`config.mk`:
```
export PLATFORM = sky130hd
export DESIGN_NAME = cpu_clock_mode_select
export DESIGN_NICKNAME = d
export VERILOG_FILES = /design/src/logic/cpu_clock_pkg.sv /design/src/logic/cpu_clock_mode_select.sv /design/src/logic/phase_accum.sv
export VERILOG_INCLUDE_DIRS = /design/src /design/src/logic
export SDC_FILE = /design/constraint.sdc
export NUM_CORES = 1
export LEC_CHECK = 0
export ABC_AREA = 0
export ABC_CLOCK_PERIOD_IN_PS = 11100
export BUFFER_PORTS_ARGS = -buffer_cell sky130_fd_sc_hd__buf_2
export CORE_MARGIN = 10
export CORE_UTILIZATION = 46
export CTS_CLUSTER_SIZE = 28
export DETAILED_ROUTE_END_ITERATION = 10
export PLACE_DENSITY = 0.72
export SLEW_MARGIN = 10
export SYNTH_ARGS = -nofsm -noshare
export SYNTH_HDL_FRONTEND = slang
export SYNTH_SLANG_ARGS = --single-unit
```
`constraint.sdc`:
```
create_clock -name ref_clk_in -period 11.1 [get_ports ref_clk_in]
set_input_delay 1.665 -clock ref_clk_in [delete_from_list [all_inputs] [get_ports ref_clk_in]]
set_output_delay 1.665 -clock ref_clk_in [all_outputs]
set_load 0.02 [all_outputs]
```
`src/logic/cpu_clock_mode_select_params.svh`:
```
// constants for the cpu clock mode selector
// Overview of operation
// - both cpu clock edges mark a timing phase; each half period is one phase
// - clock generation mode comes from bits 7..5 of the reset configuration latch
// - long hardware reset loads the latch from port 0 upper byte pins
// - 111 x4 default, 110 x3, 101 x2, 100 x5, 010 x1.5, 000 x2.5
// - 011 disables the multiplier; cpu clock follows the oscillator directly
// - 001 divides the oscillator by two; each half period is one input period
// - multiplier resynchronises every 2F-th input transition and adjusts gradually
// - direct drive: two consecutive half periods equal one oscillator period
`ifndef CPU_CLOCK_MODE_SELECT_PARAMS_SVH
`define CPU_CLOCK_MODE_SELECT_PARAMS_SVH

// selection field position inside the latch
`define CLK_SEL_MSB 7
`define CLK_SEL_LSB 5

// selection codes
`define CLK_SEL_X4 3'h7
`define CLK_SEL_X3 3'h6
`define CLK_SEL_X2 3'h5
`define CLK_SEL_X5 3'h4
`define CLK_SEL_DIRECT 3'h3
`define CLK_SEL_X1P5 3'h2
`define CLK_SEL_PRESCALE 3'h1
`define CLK_SEL_X2P5 3'h0

// twice the multiplier factor, so fractional factors stay integer
`define F2_X4 4'h8
`define F2_X3 4'h6
`define F2_X2 4'h4
`define F2_X5 4'hA
`define F2_X1P5 4'h3
`define F2_X2P5 4'h5

// reset value and reference clock period
`define LATCH_RST 8'h00
`define REF_CLK_PERIOD_NS 50

`endif

```
`src/logic/cpu_clock_pkg.sv`:
```
// types shared by the cpu clock mode selector
`default_nettype none
package cpu_clock_pkg;
   typedef enum logic [1:0]
   {
      MODE_DIRECT,
      MODE_PRESCALE,
      MODE_PLL
   } clk_mode_t;
endpackage : cpu_clock_pkg
`default_nettype wire

```
`src/logic/cpu_clock_mode_select.sv`:
```
// cpu clock generation: direct drive, 2:1 prescaler or multiplier
`timescale 1ns/1ps
`default_nettype none
`include "cpu_clock_mode_select_params.svh"
module cpu_clock_mode_select #(
   parameter int CNT_W = 16
) (
   input wire logic ref_clk_in,
   input wire logic srst_in,
   input wire logic osc_input_pin_in,
   input wire logic [7:0] port0_upper_byte_in,
   output logic cpu_clk_out,
   output logic clock_half_phase_out,
   output logic [7:0] reset_config_latch_high_out,
   output logic [2:0] clock_source_select_out,
   output logic pll_enable_out
);
   // whole selector state; latch, mode, factor and pll_en only move in reset
   // osc_s and osc_p delay the pin so that edges are seen one cycle apart
   // pcnt counts reference cycles since the last rise, est is the smoothed period
   // armed marks that one rise was seen, so the next rise closes a whole period
   typedef struct packed
   {
      logic [7:0] latch;
      cpu_clock_pkg::clk_mode_t mode;
      logic pll_en;
      logic [3:0] f2;
      logic osc_s;
      logic osc_p;
      logic armed;
      logic [CNT_W-1:0] pcnt;
      logic [CNT_W-1:0] est;
      logic [3:0] tcnt;
      logic sync;
      logic cpu;
      logic phase;
   } state_t;

   state_t q;
   state_t d;
   logic acc_tog;
   logic rise;
   logic edge_seen;
   logic [2:0] sel;
   logic [CNT_W-1:0] meas;

   // paces the multiplied clock from the smoothed period estimate
   // held clear outside multiplier mode and while no period has been measured
   phase_accum #(
      .W(CNT_W)
   ) u_accum (
      .ref_clk_in(ref_clk_in),
      .srst_in(srst_in),
      .en_in(q.mode == cpu_clock_pkg::MODE_PLL),
      .step_in(q.f2),
      .limit_in(q.est),
      .sync_in(q.sync),
      .toggle_out(acc_tog)
   );

   // next state of the whole selector
   always_comb
   begin
      d = q;
      d.phase = 1'b0;
      d.sync = 1'b0;
      rise = q.osc_s & ~q.osc_p;
      edge_seen = q.osc_s ^ q.osc_p;
      // saturating, so a stopped input never wraps to a short period
      meas = (q.pcnt == '1) ? q.pcnt : q.pcnt + {{(CNT_W - 1){1'b0}}, 1'b1};
      sel = srst_in ? port0_upper_byte_in[`CLK_SEL_MSB:`CLK_SEL_LSB] : q.latch[`CLK_SEL_MSB:`CLK_SEL_LSB];
      if (srst_in)
      begin
         // every edge in reset reloads the latch; the last one wins
         d.latch = port0_upper_byte_in; // capture pins while reset is held
         d.osc_s = 1'b0;
         d.osc_p = 1'b0;
         d.pcnt = '0;
         d.est = '0;
         d.tcnt = 4'h0;
         d.cpu = 1'b0;
         d.armed = 1'b0;
         // decode of the selection field
         case (sel)
            `CLK_SEL_X4:
            begin
               d.mode = cpu_clock_pkg::MODE_PLL;
               d.f2 = `F2_X4;
            end
            `CLK_SEL_X3:
            begin
               d.mode = cpu_clock_pkg::MODE_PLL;
               d.f2 = `F2_X3;
            end
            `CLK_SEL_X2:
            begin
               d.mode = cpu_clock_pkg::MODE_PLL;
               d.f2 = `F2_X2;
            end
            `CLK_SEL_X5:
            begin
               d.mode = cpu_clock_pkg::MODE_PLL;
               d.f2 = `F2_X5;
            end
            `CLK_SEL_X1P5:
            begin
               d.mode = cpu_clock_pkg::MODE_PLL;
               d.f2 = `F2_X1P5;
            end
            `CLK_SEL_X2P5:
            begin
               d.mode = cpu_clock_pkg::MODE_PLL;
               d.f2 = `F2_X2P5;
            end
            `CLK_SEL_DIRECT:
            begin
               d.mode = cpu_clock_pkg::MODE_DIRECT; // multiplier off
               d.f2 = 4'h2;
            end
            `CLK_SEL_PRESCALE:
            begin
               d.mode = cpu_clock_pkg::MODE_PRESCALE;
               d.f2 = 4'h1;
            end
            default:
            begin
               d.mode = cpu_clock_pkg::MODE_PLL;
               d.f2 = `F2_X4;
            end
         endcase
         // own flop, so the enable output needs no decode behind it
         d.pll_en = (d.mode == cpu_clock_pkg::MODE_PLL);
      end
      else
      begin
         // latch and mode are left alone until the next reset
         d.osc_s = osc_input_pin_in;
         d.osc_p = q.osc_s;
         // oscillator period in reference cycles, saturating
         if (rise)
         begin
            d.pcnt = '0;
            d.armed = 1'b1;
            if (!q.armed)
            begin
               d.est = q.est; // time since reset is not a period
            end
            else if (q.est == '0)
            begin
               d.est = meas;
            end
            else if (meas > q.est)
            begin
               d.est = q.est + {{(CNT_W - 1){1'b0}}, 1'b1}; // one step per period
            end
            else if (meas < q.est)
            begin
               d.est = q.est - {{(CNT_W - 1){1'b0}}, 1'b1}; // one step per period
            end
         end
         else if (q.pcnt != '1)
         begin
            d.pcnt = meas;
         end
         // counts only in multiplier mode and restarts at every reset
         // resync pulse on each f2-th input transition
         if (edge_seen && (q.mode == cpu_clock_pkg::MODE_PLL))
         begin
            if (q.tcnt >= (q.f2 - 4'h1))
            begin
               d.tcnt = 4'h0;
               d.sync = 1'b1;
            end
            else
            begin
               d.tcnt = q.tcnt + 4'h1;
            end
         end
         // cpu clock source per mode
         case (q.mode)
            cpu_clock_pkg::MODE_DIRECT:
            begin
               // a fixed two cycle delay keeps each half as long as the input's
               d.cpu = q.osc_s; // both half periods copy the input
            end
            cpu_clock_pkg::MODE_PRESCALE:
            begin
               d.cpu = rise ? ~q.cpu : q.cpu; // half period = one input period
            end
            cpu_clock_pkg::MODE_PLL:
            begin
               // idle until a whole input period has been measured
               d.cpu = acc_tog ? ~q.cpu : q.cpu;
            end
            default:
            begin
               d.cpu = q.cpu;
            end
         endcase
         // the pulse stands in the first cycle that shows the new level
         d.phase = d.cpu ^ q.cpu; // every cpu edge starts a phase
      end
   end

   always_ff @(posedge ref_clk_in)
   begin
      q <= d;
   end

   // outputs straight from state flops
   assign cpu_clk_out = q.cpu;
   assign clock_half_phase_out = q.phase;
   assign reset_config_latch_high_out = q.latch;
   assign clock_source_select_out = q.latch[`CLK_SEL_MSB:`CLK_SEL_LSB];
   // select is a slice of the latch flop, so it stands with it
   assign pll_enable_out = q.pll_en;
endmodule : cpu_clock_mode_select
`default_nettype wire

```
`src/logic/phase_accum.sv`:
```
// phase accumulator that paces the multiplied cpu clock edges
`timescale 1ns/1ps
`default_nettype none
module phase_accum #(
   parameter int W = 16
) (
   input wire logic ref_clk_in,
   input wire logic srst_in,
   input wire logic en_in,
   input wire logic [3:0] step_in,
   input wire logic [W-1:0] limit_in,
   input wire logic sync_in,
   output logic toggle_out
);
   typedef struct packed
   {
      logic [W-1:0] acc;
      logic tog;
   } acc_state_t;

   acc_state_t q;
   acc_state_t d;
   logic [W:0] sum;

   // adds step each cycle; each wrap past the limit yields one cpu edge
   always_comb
   begin
      d = q;
      d.tog = 1'b0;
      sum = {1'b0, q.acc} + {{(W - 3){1'b0}}, step_in};
      if (srst_in || !en_in || (limit_in == '0))
      begin
         d.acc = '0;
      end
      else
      begin
         if (sync_in)
         begin
            sum = {2'b00, q.acc[W-1:1]} + {{(W - 3){1'b0}}, step_in}; // halve phase error, no jump
         end
         if (sum >= {1'b0, limit_in})
         begin
            sum = sum - {1'b0, limit_in};
            d.tog = 1'b1;
         end
         d.acc = (sum >= {1'b0, limit_in}) ? '0 : sum[W-1:0];
      end
   end

   always_ff @(posedge ref_clk_in)
   begin
      q <= d;
   end

   assign toggle_out = q.tog;
endmodule : phase_accum
`default_nettype wire
```
==> Word level (Yosys, flattened, before mapping) <==
Memory sizes are Yosys's and may differ from the RTL's.
Index checks and enable logic that the tools add are counted.
W data, S select, Z words.
{ "classes": {"shifts": 0, "eq_ne": 5, "n_addsub": 8, "mux": 17, "bitwise": 6, "multipliers": 0, "div_mod_pow": 0, "n_reduce_logical": 11, "n_lt_le_gt_ge": 5} }
{ "op_table": {"columns": ["op", "n"], "rows": [
  ["$mux W17", 4],
  ["$mux W16", 4],
  ["$ge A17 B16 Y1", 2],
  ["$add A16 B1 Y16 const B", 2],
  ["$add A16 B4 Y17", 1],
  ["$sub A17 B16 Y17", 1],
  ["$add A15 B4 Y16", 1],
  ["$eq A16 B16 Y1 const B", 1],
  ["$gt A16 B16 Y1", 1],
  ["$logic_not A16 Y1", 1],
  ["$lt A16 B16 Y1", 1],
  ["$ne A16 B16 Y1 const B", 1],
  ["$sub A16 B1 Y16 const B", 1],
  ["$mux W6", 1],
  ["$reduce_or A2 Y1", 3],
  ["$mux W1", 5],
  ["$add A4 B1 Y4 const B", 1],
  ["$eq A2 B2 Y1 const B", 2],
  ["$ge A4 B4 Y1", 1],
  ["$mux W4", 1],
  ["$sub A4 B1 Y4 const B", 1],
  ["$mux W3", 1],
  ["$not A1 Y1", 3],
  ["$pmux W1 S3", 1],
  ["9 further kinds", 11]
]} }
{ "word_totals": {"word_cells": 68, "latchBits": 0, "mem_count": 1, "romBits": 48, "input_bits": 11, "mem_bits_rw": 0, "ff_bits": 74} }
{ "mem_list": {"columns": ["memory", "words", "word_bits", "rd", "rd_clocked_by_memory_dff", "wr", "line", "source"], "rows": [
  ["(name not given)", 8, 6, 1, 0, 0, "cpu_clock_mode_select.sv:84", "case (sel)"]
]} }

==> Longest topological paths before layout <==
Gate-level depths: netlist of the first run.
{ "depth": {"ltp_word": 10, "ltp_mapped": 28, "depth_no_buf": 26} }

==> By module <==
A second synthesis of the first run with hierarchy kept.
{ "unflattened": {"hier_cells": 798, "area_unflattened_um2": 6801.5} }
{ "modules_own_cells": {"columns": ["module", "seq_area_each_um2", "area_each_um2", "n_inst", "cells_each"], "rows": [
  ["cpu_clock_mode_select", 1261.2, 3952.5, 1, 449],
  ["phase_accum", 340.3, 2849.0, 1, 349]
]} }

==> Least setup slack after synthesis of the first run <==
No wires, ideal clock.
{ "synth_timing": {"path_type": "register to register", "from": "register q[43] (netlist name)", "to": "register u_accum.q[10] (netlist name)", "stages_incl_launch_ff": 28, "setup_slack_ns": 5.346, "period_less_slack_ns": 5.754, "t_arrival_ns": 5.631, "path_buffers": 3, "cell_sequence": "edfxtp_1 -> ha_1 -> a21o_1 -> a21oi_1 -> nor2b_1 -> o21ai_0 -> clkbuf_1 -> o41ai_1 -> o221a_2 -> ha_1 -> and3_1 -> nand2_1 -> or2_1 -> o211ai_2 -> o2111ai_2 -> nand2_2 -> buf_6 -> mux2i_1 -> inv_1 -> ha_1 -> o21a_1 -> o21a_1 -> o21ai_0 -> nand2b_1 -> a21oi_1 -> o31ai_1 -> buf_2 -> nor3_2"} }
{ "synth_between": {"elab_chain_len": 8} }
{ "synth_rtl": {"columns": ["element", "line", "source"], "rows": [
  ["from (decl)", "cpu_clock_mode_select.sv:39", "state_t q;"],
  ["from (signal assigned)", "cpu_clock_mode_select.sv:207", "q <= d;"],
  ["$add A16 B4 Y17 or $add A15 B4 Y16 (tied branches)", "phase_accum.sv:30, phase_accum.sv:39", null],
  ["$mux W17 *", "phase_accum.sv:37", "if (sync_in)"],
  ["$mux W17 *", "phase_accum.sv:31", "if (srst_in || !en_in || (limit_in == '0))"],
  ["$sub A17 B16 Y17 or $ge A17 B16 Y1 (tied branches)", "phase_accum.sv:43, phase_accum.sv:41", null],
  ["$mux W17 *", "phase_accum.sv:41", "if (sum >= {1'b0, limit_in})"],
  ["$mux W17 *", "phase_accum.sv:31", null],
  ["$ge A17 B16 Y1", "phase_accum.sv:46", "d.acc = (sum >= {1'b0, limit_in}) ? '0 : sum[W-1:0];"],
  ["$reduce_or A2 Y1 (no line)", null, null],
  ["to (signal assigned)", "phase_accum.sv:52", "q <= d;"],
  ["to (decl)", "phase_accum.sv:21", "acc_state_t q;"]
]} }
Every way passes the cells marked *; elsewhere a longest branch is shown, timed or not. The select of a mux whose other input is x is not followed.
A chain may end at the register's enable or synchronous reset.

==> Worst setup path after layout of the first run <==
{ "layout_timing": {"from": "register q[42] (netlist name)", "to": "register u_accum.q[16] (netlist name)"} }
Same word-level chain as after synthesis.

==> flow_summary.json, run 1 <==
{
  "setup_violations": 0,
  "maxCapViolCount": 0,
  "ys_warn_count": 0,
  "avgSynthCellArea_sq_um": 8.43,
  "crit_arrival_ps": 6630,
  "powerDensity_mw_per_mm2": 332,
  "synth_cell_type_count": 73,
  "die_area_sq_mm": 0.0192,
  "drtIter0Drc": 292,
  "rows": 43,
  "synth_top_area_share_pct": 18.2,
  "areaGrowthSynthToFinish_pct": 7.46,
  "start_util_pct": 46.8,
  "grt_pass1_wl_mm": 25.8,
  "tightest_slew_ps": 810,
  "num_vias": 5576,
  "postCtsSetupRepairBufs": 0,
  "grt_overflow_total": 0,
  "synthArstFlopShare_pct": 0,
  "cts_max_level": 3,
  "rsz0062_at_grt": "false",
  "post-route-cell-area_sq_mm": 0.00696,
  "run_status": "finished, final reports clean",
  "maxSlewHeadroom_pct": 46.0,
  "fillers": 1327,
  "ir_worst_vdd_mv": 0.213,
  "placed_area_sq_mm": 0.00666,
  "synth-seq-cells": 73,
  "wl_per_cell_um": 16.1,
  "cts_tree": "yes",
  "cts-resized-gates": 0,
  "synth-main-ff-cell": "dfxtp_1",
  "critPathCaptureType": "register",
  "ios": 25,
  "nets": 868,
  "die_w_um": 139,
  "fin_skew_ps": 7.36,
  "post-route-min-period_ps": 6380,
  "place.gp.congestion": 0.901,
  "start_kind": "register",
  "clk_pin_slew_ps": 60,
  "power.leakage_nw": 3.02,
  "crit_fanout": 16,
  "hold_path_class": "register to register",
  "drive_gt1_share_pct": 10.8,
  "min_period_over_period_pct": 57.4,
  "max_clock_freq_mhz": 157,
  "drcViolationCount": 0,
  "grt_max_degree": 46,
  "syn_nets": 864,
  "finalHoldViolations": 0,
  "syn_area_sq_mm": 0.00648,
  "drtAntennaViolNets": 0,
  "finalSetupTns_ps": 0,
  "clock_latency_ps": 340,
  "drv_slew": 0,
  "synth.largest_area_cell": "dfxtp_1",
  "grt_pass1_vias": 5271,
  "cts_buffer_depth": 2,
  "via_per_inst": 5.83,
  "cts_root_buf": "clkbuf_16",
  "cts.sinks": 73,
  "synth_edf_count": 14,
  "synthCells": 768,
  "postRouteWirelength_mm": 15.4,
  "synth_seq_area_share_pct": 24.7,
  "hpwl_mm": 12.0,
  "ctsHoldBuffers": 0,
  "first_pass_iters": 5,
  "yosys-top-cells-area": "dfxtp_1 18%, ha_1 16%, edfxtp_1 6.5%",
  "cp.required_ps": 11350,
  "dieHeight_um": 139,
  "total_power_w": 0.00231,
  "antennaDiodeCount": 0,
  "critPathKind": "register to register",
  "antenna_found_initial": 0,
  "grt_usage_pct": 15.7,
  "core_sq_mm": 0.0138,
  "cts_made_buffers": 9,
  "io_buffers": 24
}
## cells in the final DEF, fill, tap and decap left out, drive strengths merged, types with 5 or more instances in the layout
master / n
dfxtp: 59
edfxtp: 14
nand2b: 10
nand4: 17
a21oi: 52
o211ai: 5
xnor2: 29
buf: 27
inv: 65
clkbuf: 9
mux2i: 19
and3: 6
a211oi: 18
o21a: 13
nor2b: 17
nor4: 13
xor2: 18
nand3: 21
nor2: 58
a31oi: 6
ha: 81
o31ai: 10
o21ai: 27
nand2: 50
a21o: 16
mux2: 9
nor3b: 6
a2bb2oi: 5
nor3: 33
## area by class of cell
class	count	area [sq um]	share of cell area (%)
clock buffers	9	225	3.24
clock inverters	7	77.6	1.11
inverters	63	236	3.40
multi-input cells	598	4450	64.0
flip-flops and latches	73	1600	23.0
well taps	180	225	3.24
repair buffers	27	143	2.05
## critical path, cell delays in order (launching register included)
cell       delay, ps
edfxtp_1         440
ha_1             260
fa_1             410
a21o_1           200
a21oi_1          230
nand2b_1         330
o31ai_1          130
o221a_2          320
ha_1             390
and3_1           220
nand2_1           70
or2_1            250
o211ai_2         250
o2111ai_2        210
nand2_2          420
mux2_2           410
inv_1             60
ha_1             230
nor2b_1          140
o21a_1           160
o21a_1           150
o21ai_0          210
nand2b_1         100
a21oi_1          190
o31ai_2           70
buf_4            230
nor3b_1          220
## layer usage
layer  vias to the layer above  global-route usage, %  part of all wire (%)
li1                       2796                      -                     -
met1                      2621                   20.0                    46
met2                       135                   26.3                    47
met3                        24                   2.53                   4.6
met4                         0                   5.05                   2.2
met5                         -                      0                     0
## power breakdown
part	internal, W	switching [W]
Combinational	0.000711	0.000970
Clock	0.000176	0.000120
Sequential	0.000299	0.0000352
## Yosys cell counts, types with 17 or more instances
master / count
inv_1: 62
nor3_1: 22
xor2_1: 18
a211oi_1: 17
o21ai_0: 27
dfxtp_1: 59
nand2_1: 49
xnor2_1: 29
ha_1: 81
nor2b_1: 17
mux2i_1: 19
nor2_1: 58
nand3_1: 21
a21oi_1: 52
## registers in the layout, indices dropped and copies added, names as in the netlist
name	flops
u_accum.toggle_out	1
u_accum.q	16
q	46
reset_config_latch_high_out	8
clock_half_phase_out	1
cpu_clk_out	1
## cells by family (layout without fill, tap and decap cells)
family                   count (synthesis)  count (layout)  synth area share (%)
multiplexers                            28              28                  4.62
flip-flops                              73              73                  24.7
AND/OR/NAND/NOR                        250             250                  20.8
AO/OA/AOI/OAI                          188             188                  20.0
XOR/XNOR                                47              47                  6.36
buffers and inverters                   97             106                  6.63
adder cells (fa/ha/maj)                 85              85                  16.9
## path summary, 6_finish.rpt
path / from / to / slack [ps] / cells past startpoint
hold / removal: q[39] / q[39] / 480 / 2
setup / recovery: q[42] / u_accum.q[16] / 4720 / 26
hold reg to reg: q[39] / q[39] / 480 / 2
setup reg to reg: q[42] / u_accum.q[16] / 4720 / 26
## metrics by stage
stage               setup WS (ps)  utilization (%)  hold slack (ps)  cells
floorplan                    5350                -              440    768
global placement             4970             48.1              450    941
detailed placement           4860             48.1              468    941
CTS                          4800             50.3              483    957
global route                 4180             50.3              506    957
finish                       4720             50.3              475    957
No activity file was read; power rests on OpenSTA's default activity.
==> run 2: changes to the inputs <==
- ABC_CLOCK_PERIOD_IN_PS: 11100 -> 6700
- clock period: 11.1 -> 6.7 ns (I/O delays scaled with it)
==> run 2 against run 1 <==
Compared with the run above: global-route usage fell by 0.54 points; highest routed layer unchanged; worst setup slack got worse by 4100 ps; cell count rose by 0.31%; register-to-register slack got worse by 4100 ps; non-clock buffer count rose by 3; core utilization rose by 0.13 points; clock-buffer cell count rose by 3; via count fell by 2.6%; die area did not move; largest power group unchanged; combinational power rose by 60%; hold slack got worse by 1.6 ps.
==> flow_summary.json, run 2 (synthesized netlist as in run 1, its figures left out) <==
{
  "run_status": "finished, final reports clean",
  "die_area_sq_mm": 0.0192,
  "fillers": 1289,
  "tightest_slew_ps": 802,
  "drtAntennaViolNets": 0,
  "path_common_cell": "ha_1",
  "setup_violations": 0,
  "regMostFlops": "q",
  "finalSetupTns_ps": 0,
  "first_pass_iters": 5,
  "ir_worst_vdd_mv": 0.372,
  "crit_fanout": 16,
  "r2r-start": "q[42]",
  "crit_arrival_ps": 6290,
  "crit_start": "q[42]",
  "grt_pass1_vias": 5054,
  "clock_latency_ps": 340,
  "min_period_over_period_pct": 90.1,
  "reg2reg_slack_ps": 660,
  "drtIter0Drc": 342,
  "crit_end": "u_accum.q[8]",
  "r2r_cells": 26,
  "die_w_um": 139,
  "num_vias": 5433,
  "largest_reg_flops": 46,
  "finalHoldViolations": 0,
  "dieHeight_um": 139,
  "slowest_stage": "edfxtp_1",
  "seqCellArea_sq_mm": 0.00160,
  "cp.required_ps": 6960,
  "post-route-util_pct": 50.5,
  "rsz0062_at_grt": "false",
  "powerDensity_mw_per_mm2": 532,
  "critPathCaptureType": "register",
  "maxSlewHeadroom_pct": 46.5,
  "place.gp.congestion": 0.934,
  "max_clock_freq_mhz": 166,
  "drv_slew": 0,
  "hold_path_class": "register to register",
  "hpwl_mm": 11.7,
  "drive_gt1_share_pct": 11.0,
  "cts_max_level": 3,
  "grt_overflow_total": 0,
  "postRouteWirelength_mm": 14.8,
  "core_sq_mm": 0.0138,
  "start_kind": "register",
  "nets": 871,
  "rows": 43,
  "cts_tree": "yes",
  "final_cell_mix": "81 x ha_1, 62 x inv_1, 59 x dfxtp_1",
  "critPathKind": "register to register",
  "grt_pass1_wl_mm": 24.7,
  "antenna_found_initial": 0,
  "antennaDiodeCount": 0,
  "areaGrowthSynthToFinish_pct": 7.73,
  "wl_per_cell_um": 15.5,
  "grt_usage_pct": 15.1,
  "cts_root_buf": "clkbuf_16",
  "path_buf_inv": 2,
  "via_per_inst": 5.66,
  "maxCapViolCount": 0,
  "cts_buffer_depth": 2,
  "path_delay_family": "compound AO/OA/AOI/OAI gates",
  "multi_input_area_sq_mm": 0.00446,
  "io_buffers": 24,
  "crit_cells": 26,
  "cts_made_buffers": 9,
  "drcViolationCount": 0,
  "post-route-min-period_ps": 6040,
  "power.leakage_nw": 3.04,
  "mostFrequentLayoutCell": "ha_1",
  "cpPeakStageDelay_ps": 430,
  "r2r-end": "u_accum.q[8]",
  "clk_pin_slew_ps": 60,
  "cts.sinks": 73,
  "grt_max_degree": 40,
  "ios": 25,
  "fin_skew_ps": 7.37,
  "start_util_pct": 46.8
}
run 2: cell types whose count changed in the layout (fill, tap and decap cells not counted), sizes merged:
cell,delta
clkinvlp,-1
bufinv,-1
inv,-1
clkbuf,+3
buf,+3
run 2: final cells by class:
| cell class | instances | share of cell area, % |
|---|---|---|
| multi-input cells | 598 | 63.9 |
| flip-flops and latches | 73 | 23.0 |
| clock inverters | 4 | 0.359 |
| well taps | 180 | 3.23 |
| inverters | 63 | 3.39 |
| repair buffers | 30 | 2.37 |
| clock buffers | 12 | 3.84 |
run 2: worst reg2reg max path, delay by kind of cell, from the launching register on:
| kind | cells | cell delay, ps |
|---|---|---|
| simple gates | 8 | 1570 |
| compound gates | 11 | 2000 |
| flops | 1 | 430 |
| mux | 1 | 400 |
| fa+ha+maj | 4 | 1270 |
| buf+inv | 2 | 280 |
run 2: repair_timing:
| action | in CTS | in global routing |
|---|---|---|
| hold buffers | 0 | 0 |
| endpoints found under the hold margin | 0 | 0 |
| resized for setup | 0 | 1 |
| setup buffers | 0 | 0 |
| setup endpoints to repair | 0 | 2 |
run 2: routing by layer:
layer	vias up	routed length, um	track usage [%]
met5	-	0	0
met4	0	350	5.71
met3	29	501	2.60
met2	108	6690	24.4
met1	2498	7300	19.7
li1	2798	-	-
run 2: where the power goes:
| part | switching (W) | internal, W | leakage, nW |
|---|---|---|---|
| Sequential | 0.0000543 | 0.000495 | 0.616 |
| Clock | 0.000188 | 0.000283 | 0.148 |
| Combinational | 0.00152 | 0.00118 | 2.27 |
run 2: worst min path at each step:
stage                from     to  slack [ps]  cells past startpoint
floorplan           q[39]  q[39]         440                      2
global placement    q[39]  q[39]         450                      2
detailed placement  q[39]  q[39]         460                      2
CTS                 q[39]  q[39]         480                      2
global route        q[41]  q[40]         500                      1
finish              q[39]  q[39]         470                      2
run 2: per-stage QoR:
step | setup WS, ps | instances | hold slack, ps | total power [W] | instance area [sq um]
finish | 663 | 960 | 474 | 0.00371 | 6980
global route | 101 | 960 | 502 | 0.00404 | 6980
CTS | 580 | 960 | 477 | 0.00370 | 6970
detailed placement | 625 | 944 | 464 | 0.00321 | 6680
global placement | 718 | 944 | 452 | 0.00320 | 6680
floorplan | 946 | 768 | 440 | 0.00281 | 6480
==> run 3: changes to the inputs <==
- CTS_BUF_LIST: not set -> sky130_fd_sc_hd__clkbuf_8
==> run 3 against run 2 <==
Compared with the run above: global-route usage fell by 0.071 points; via count hardly changed; sequential share of layout area grew 0.32 points; wire length down 0.16%; clock power is 26% lower; combinational power barely moved; non-clock buffer count unchanged; critical path depth stayed put; die area stayed put; highest routed layer unchanged.
==> flow_summary.json, run 3 (synthesized netlist as in run 1, its figures left out) <==
{
  "crit_fanout": 16,
  "p_comb_share_pct": 75.1,
  "tightest_slew_ps": 813,
  "critPathKind": "register to register",
  "cpPeakStageDelay_ps": 440,
  "hpwl_mm": 11.7,
  "drive_gt1_share_pct": 11.0,
  "path_common_cell": "ha_1",
  "drv_slew": 0,
  "switching_share_pct": 48.7,
  "crit_arrival_ps": 6340,
  "rows": 43,
  "place.gp.congestion": 0.934,
  "hold_depth": 2,
  "cts_tree": "yes",
  "via_per_inst": 5.66,
  "drtAntennaViolNets": 0,
  "maxSlewHeadroom_pct": 45.8,
  "cts_made_buffers": 9,
  "r2r_cells": 26,
  "fin_skew_ps": 12.7,
  "final_cell_mix": "81 x ha_1, 63 x inv_1, 59 x dfxtp_1",
  "grt_max_degree": 40,
  "cts_buffer_depth": 2,
  "pwr-share-clk_pct": 9.7,
  "dieHeight_um": 139,
  "wl_per_cell_um": 15.4,
  "run_status": "finished, final reports clean",
  "rsz0062_at_grt": "false",
  "slowest_stage": "edfxtp_1",
  "critPathCaptureType": "register",
  "ios": 25,
  "die_area_sq_mm": 0.0192,
  "power.leakage_nw": 3.00,
  "num_vias": 5437,
  "maxCapViolCount": 0,
  "drtIter0Drc": 309,
  "switching_power_w": 0.00176,
  "regMostFlops": "q",
  "grt_pass1_vias": 5037,
  "hold_path_class": "register to register",
  "internal_power_w": 0.00185,
  "grt_usage_pct": 15.1,
  "largest_reg_flops": 46,
  "post-route-util_pct": 49.8,
  "grt_overflow_total": 0,
  "nets": 871,
  "mostFrequentLayoutCell": "ha_1",
  "seqPwrFrac_pct": 15.2,
  "cts.sinks": 73,
  "finalHoldViolations": 0,
  "powerDensity_mw_per_mm2": 525,
  "ir_worst_vdd_mv": 0.373,
  "post-route-min-period_ps": 6070,
  "drcViolationCount": 0,
  "antennaDiodeCount": 0,
  "cts_max_level": 3,
  "path_buf_inv": 2,
  "die_w_um": 139,
  "setup_violations": 0,
  "start_util_pct": 46.8,
  "antenna_found_initial": 0,
  "grt_pass1_wl_mm": 24.6,
  "cp.required_ps": 6980,
  "finalSetupTns_ps": 0,
  "postRouteWirelength_mm": 14.8,
  "cts_root_buf": "clkbuf_8",
  "areaGrowthSynthToFinish_pct": 6.24,
  "crit_cells": 26,
  "core_sq_mm": 0.0138,
  "path_delay_family": "compound AO/OA/AOI/OAI gates",
  "clk_pin_slew_ps": 80,
  "start_kind": "register",
  "max_clock_freq_mhz": 165,
  "first_pass_iters": 5,
  "min_period_over_period_pct": 90.5,
  "io_buffers": 24,
  "clock_latency_ps": 360
}
run 3: worst paths after layout:
path,slack [ps],from,end
worst max-delay path,630,q[42],u_accum.q[12]
worst min-delay path,480,q[39],q[39]
worst max register to register,630,q[42],u_accum.q[12]
worst min register to register,480,q[39],q[39]
run 3: final cells by class:
class,count,area [sq um]
Sequential cell,73,1600
Tap cell,180,225
Inverter,63,236
Clock buffer,10,138
Multi-Input combinational cell,598,4460
Timing Repair Buffer,30,165
Clock inverter,6,58.8
Fill cell,1313,6950
run 3: what timing repair did:
| action | 4_1_cts | 5_1_grt |
|---|---|---|
| resized for setup | 0 | 1 |
| hold endpoints to repair | 0 | 0 |
| hold buffers | 0 | 0 |
| endpoints found under the setup margin | 0 | 4 |
| setup buffers | 0 | 0 |
run 3: metal layers:
layer,global-route usage (%),part of all wire [%]
met1,19.8,50
met2,24.6,45
met3,2.36,3.2
met4,4.89,1.8
met5,0,0
run 3: worst min-delay path: stages, from the launching register on:
cell	delay, ps
dfxtp_1	330
nor2_1	50
nor2_1	70
run 3: per-stage QoR:
stage	total power [W]	area, sq um	instances	worst slack [ps]	hold slack, ps
after floorplan	0.00281	6480	768	946	440
after global placement	0.00320	6680	944	718	452
after detailed placement	0.00321	6680	944	625	464
after CTS	0.00358	6880	960	560	481
after global routing	0.00393	6880	960	56.9	503
final	0.00361	6880	960	634	479
run 3: power by group through the flow:
stage,Clock [W],Sequential [W],Combinational [W]
global route,0.000373,0.000558,0.00300
CTS,0.000356,0.000548,0.00268
finish,0.000350,0.000549,0.00271
global placement,0,0.000557,0.00264
floorplan,0,0.000545,0.00226
detailed placement,0,0.000558,0.00265
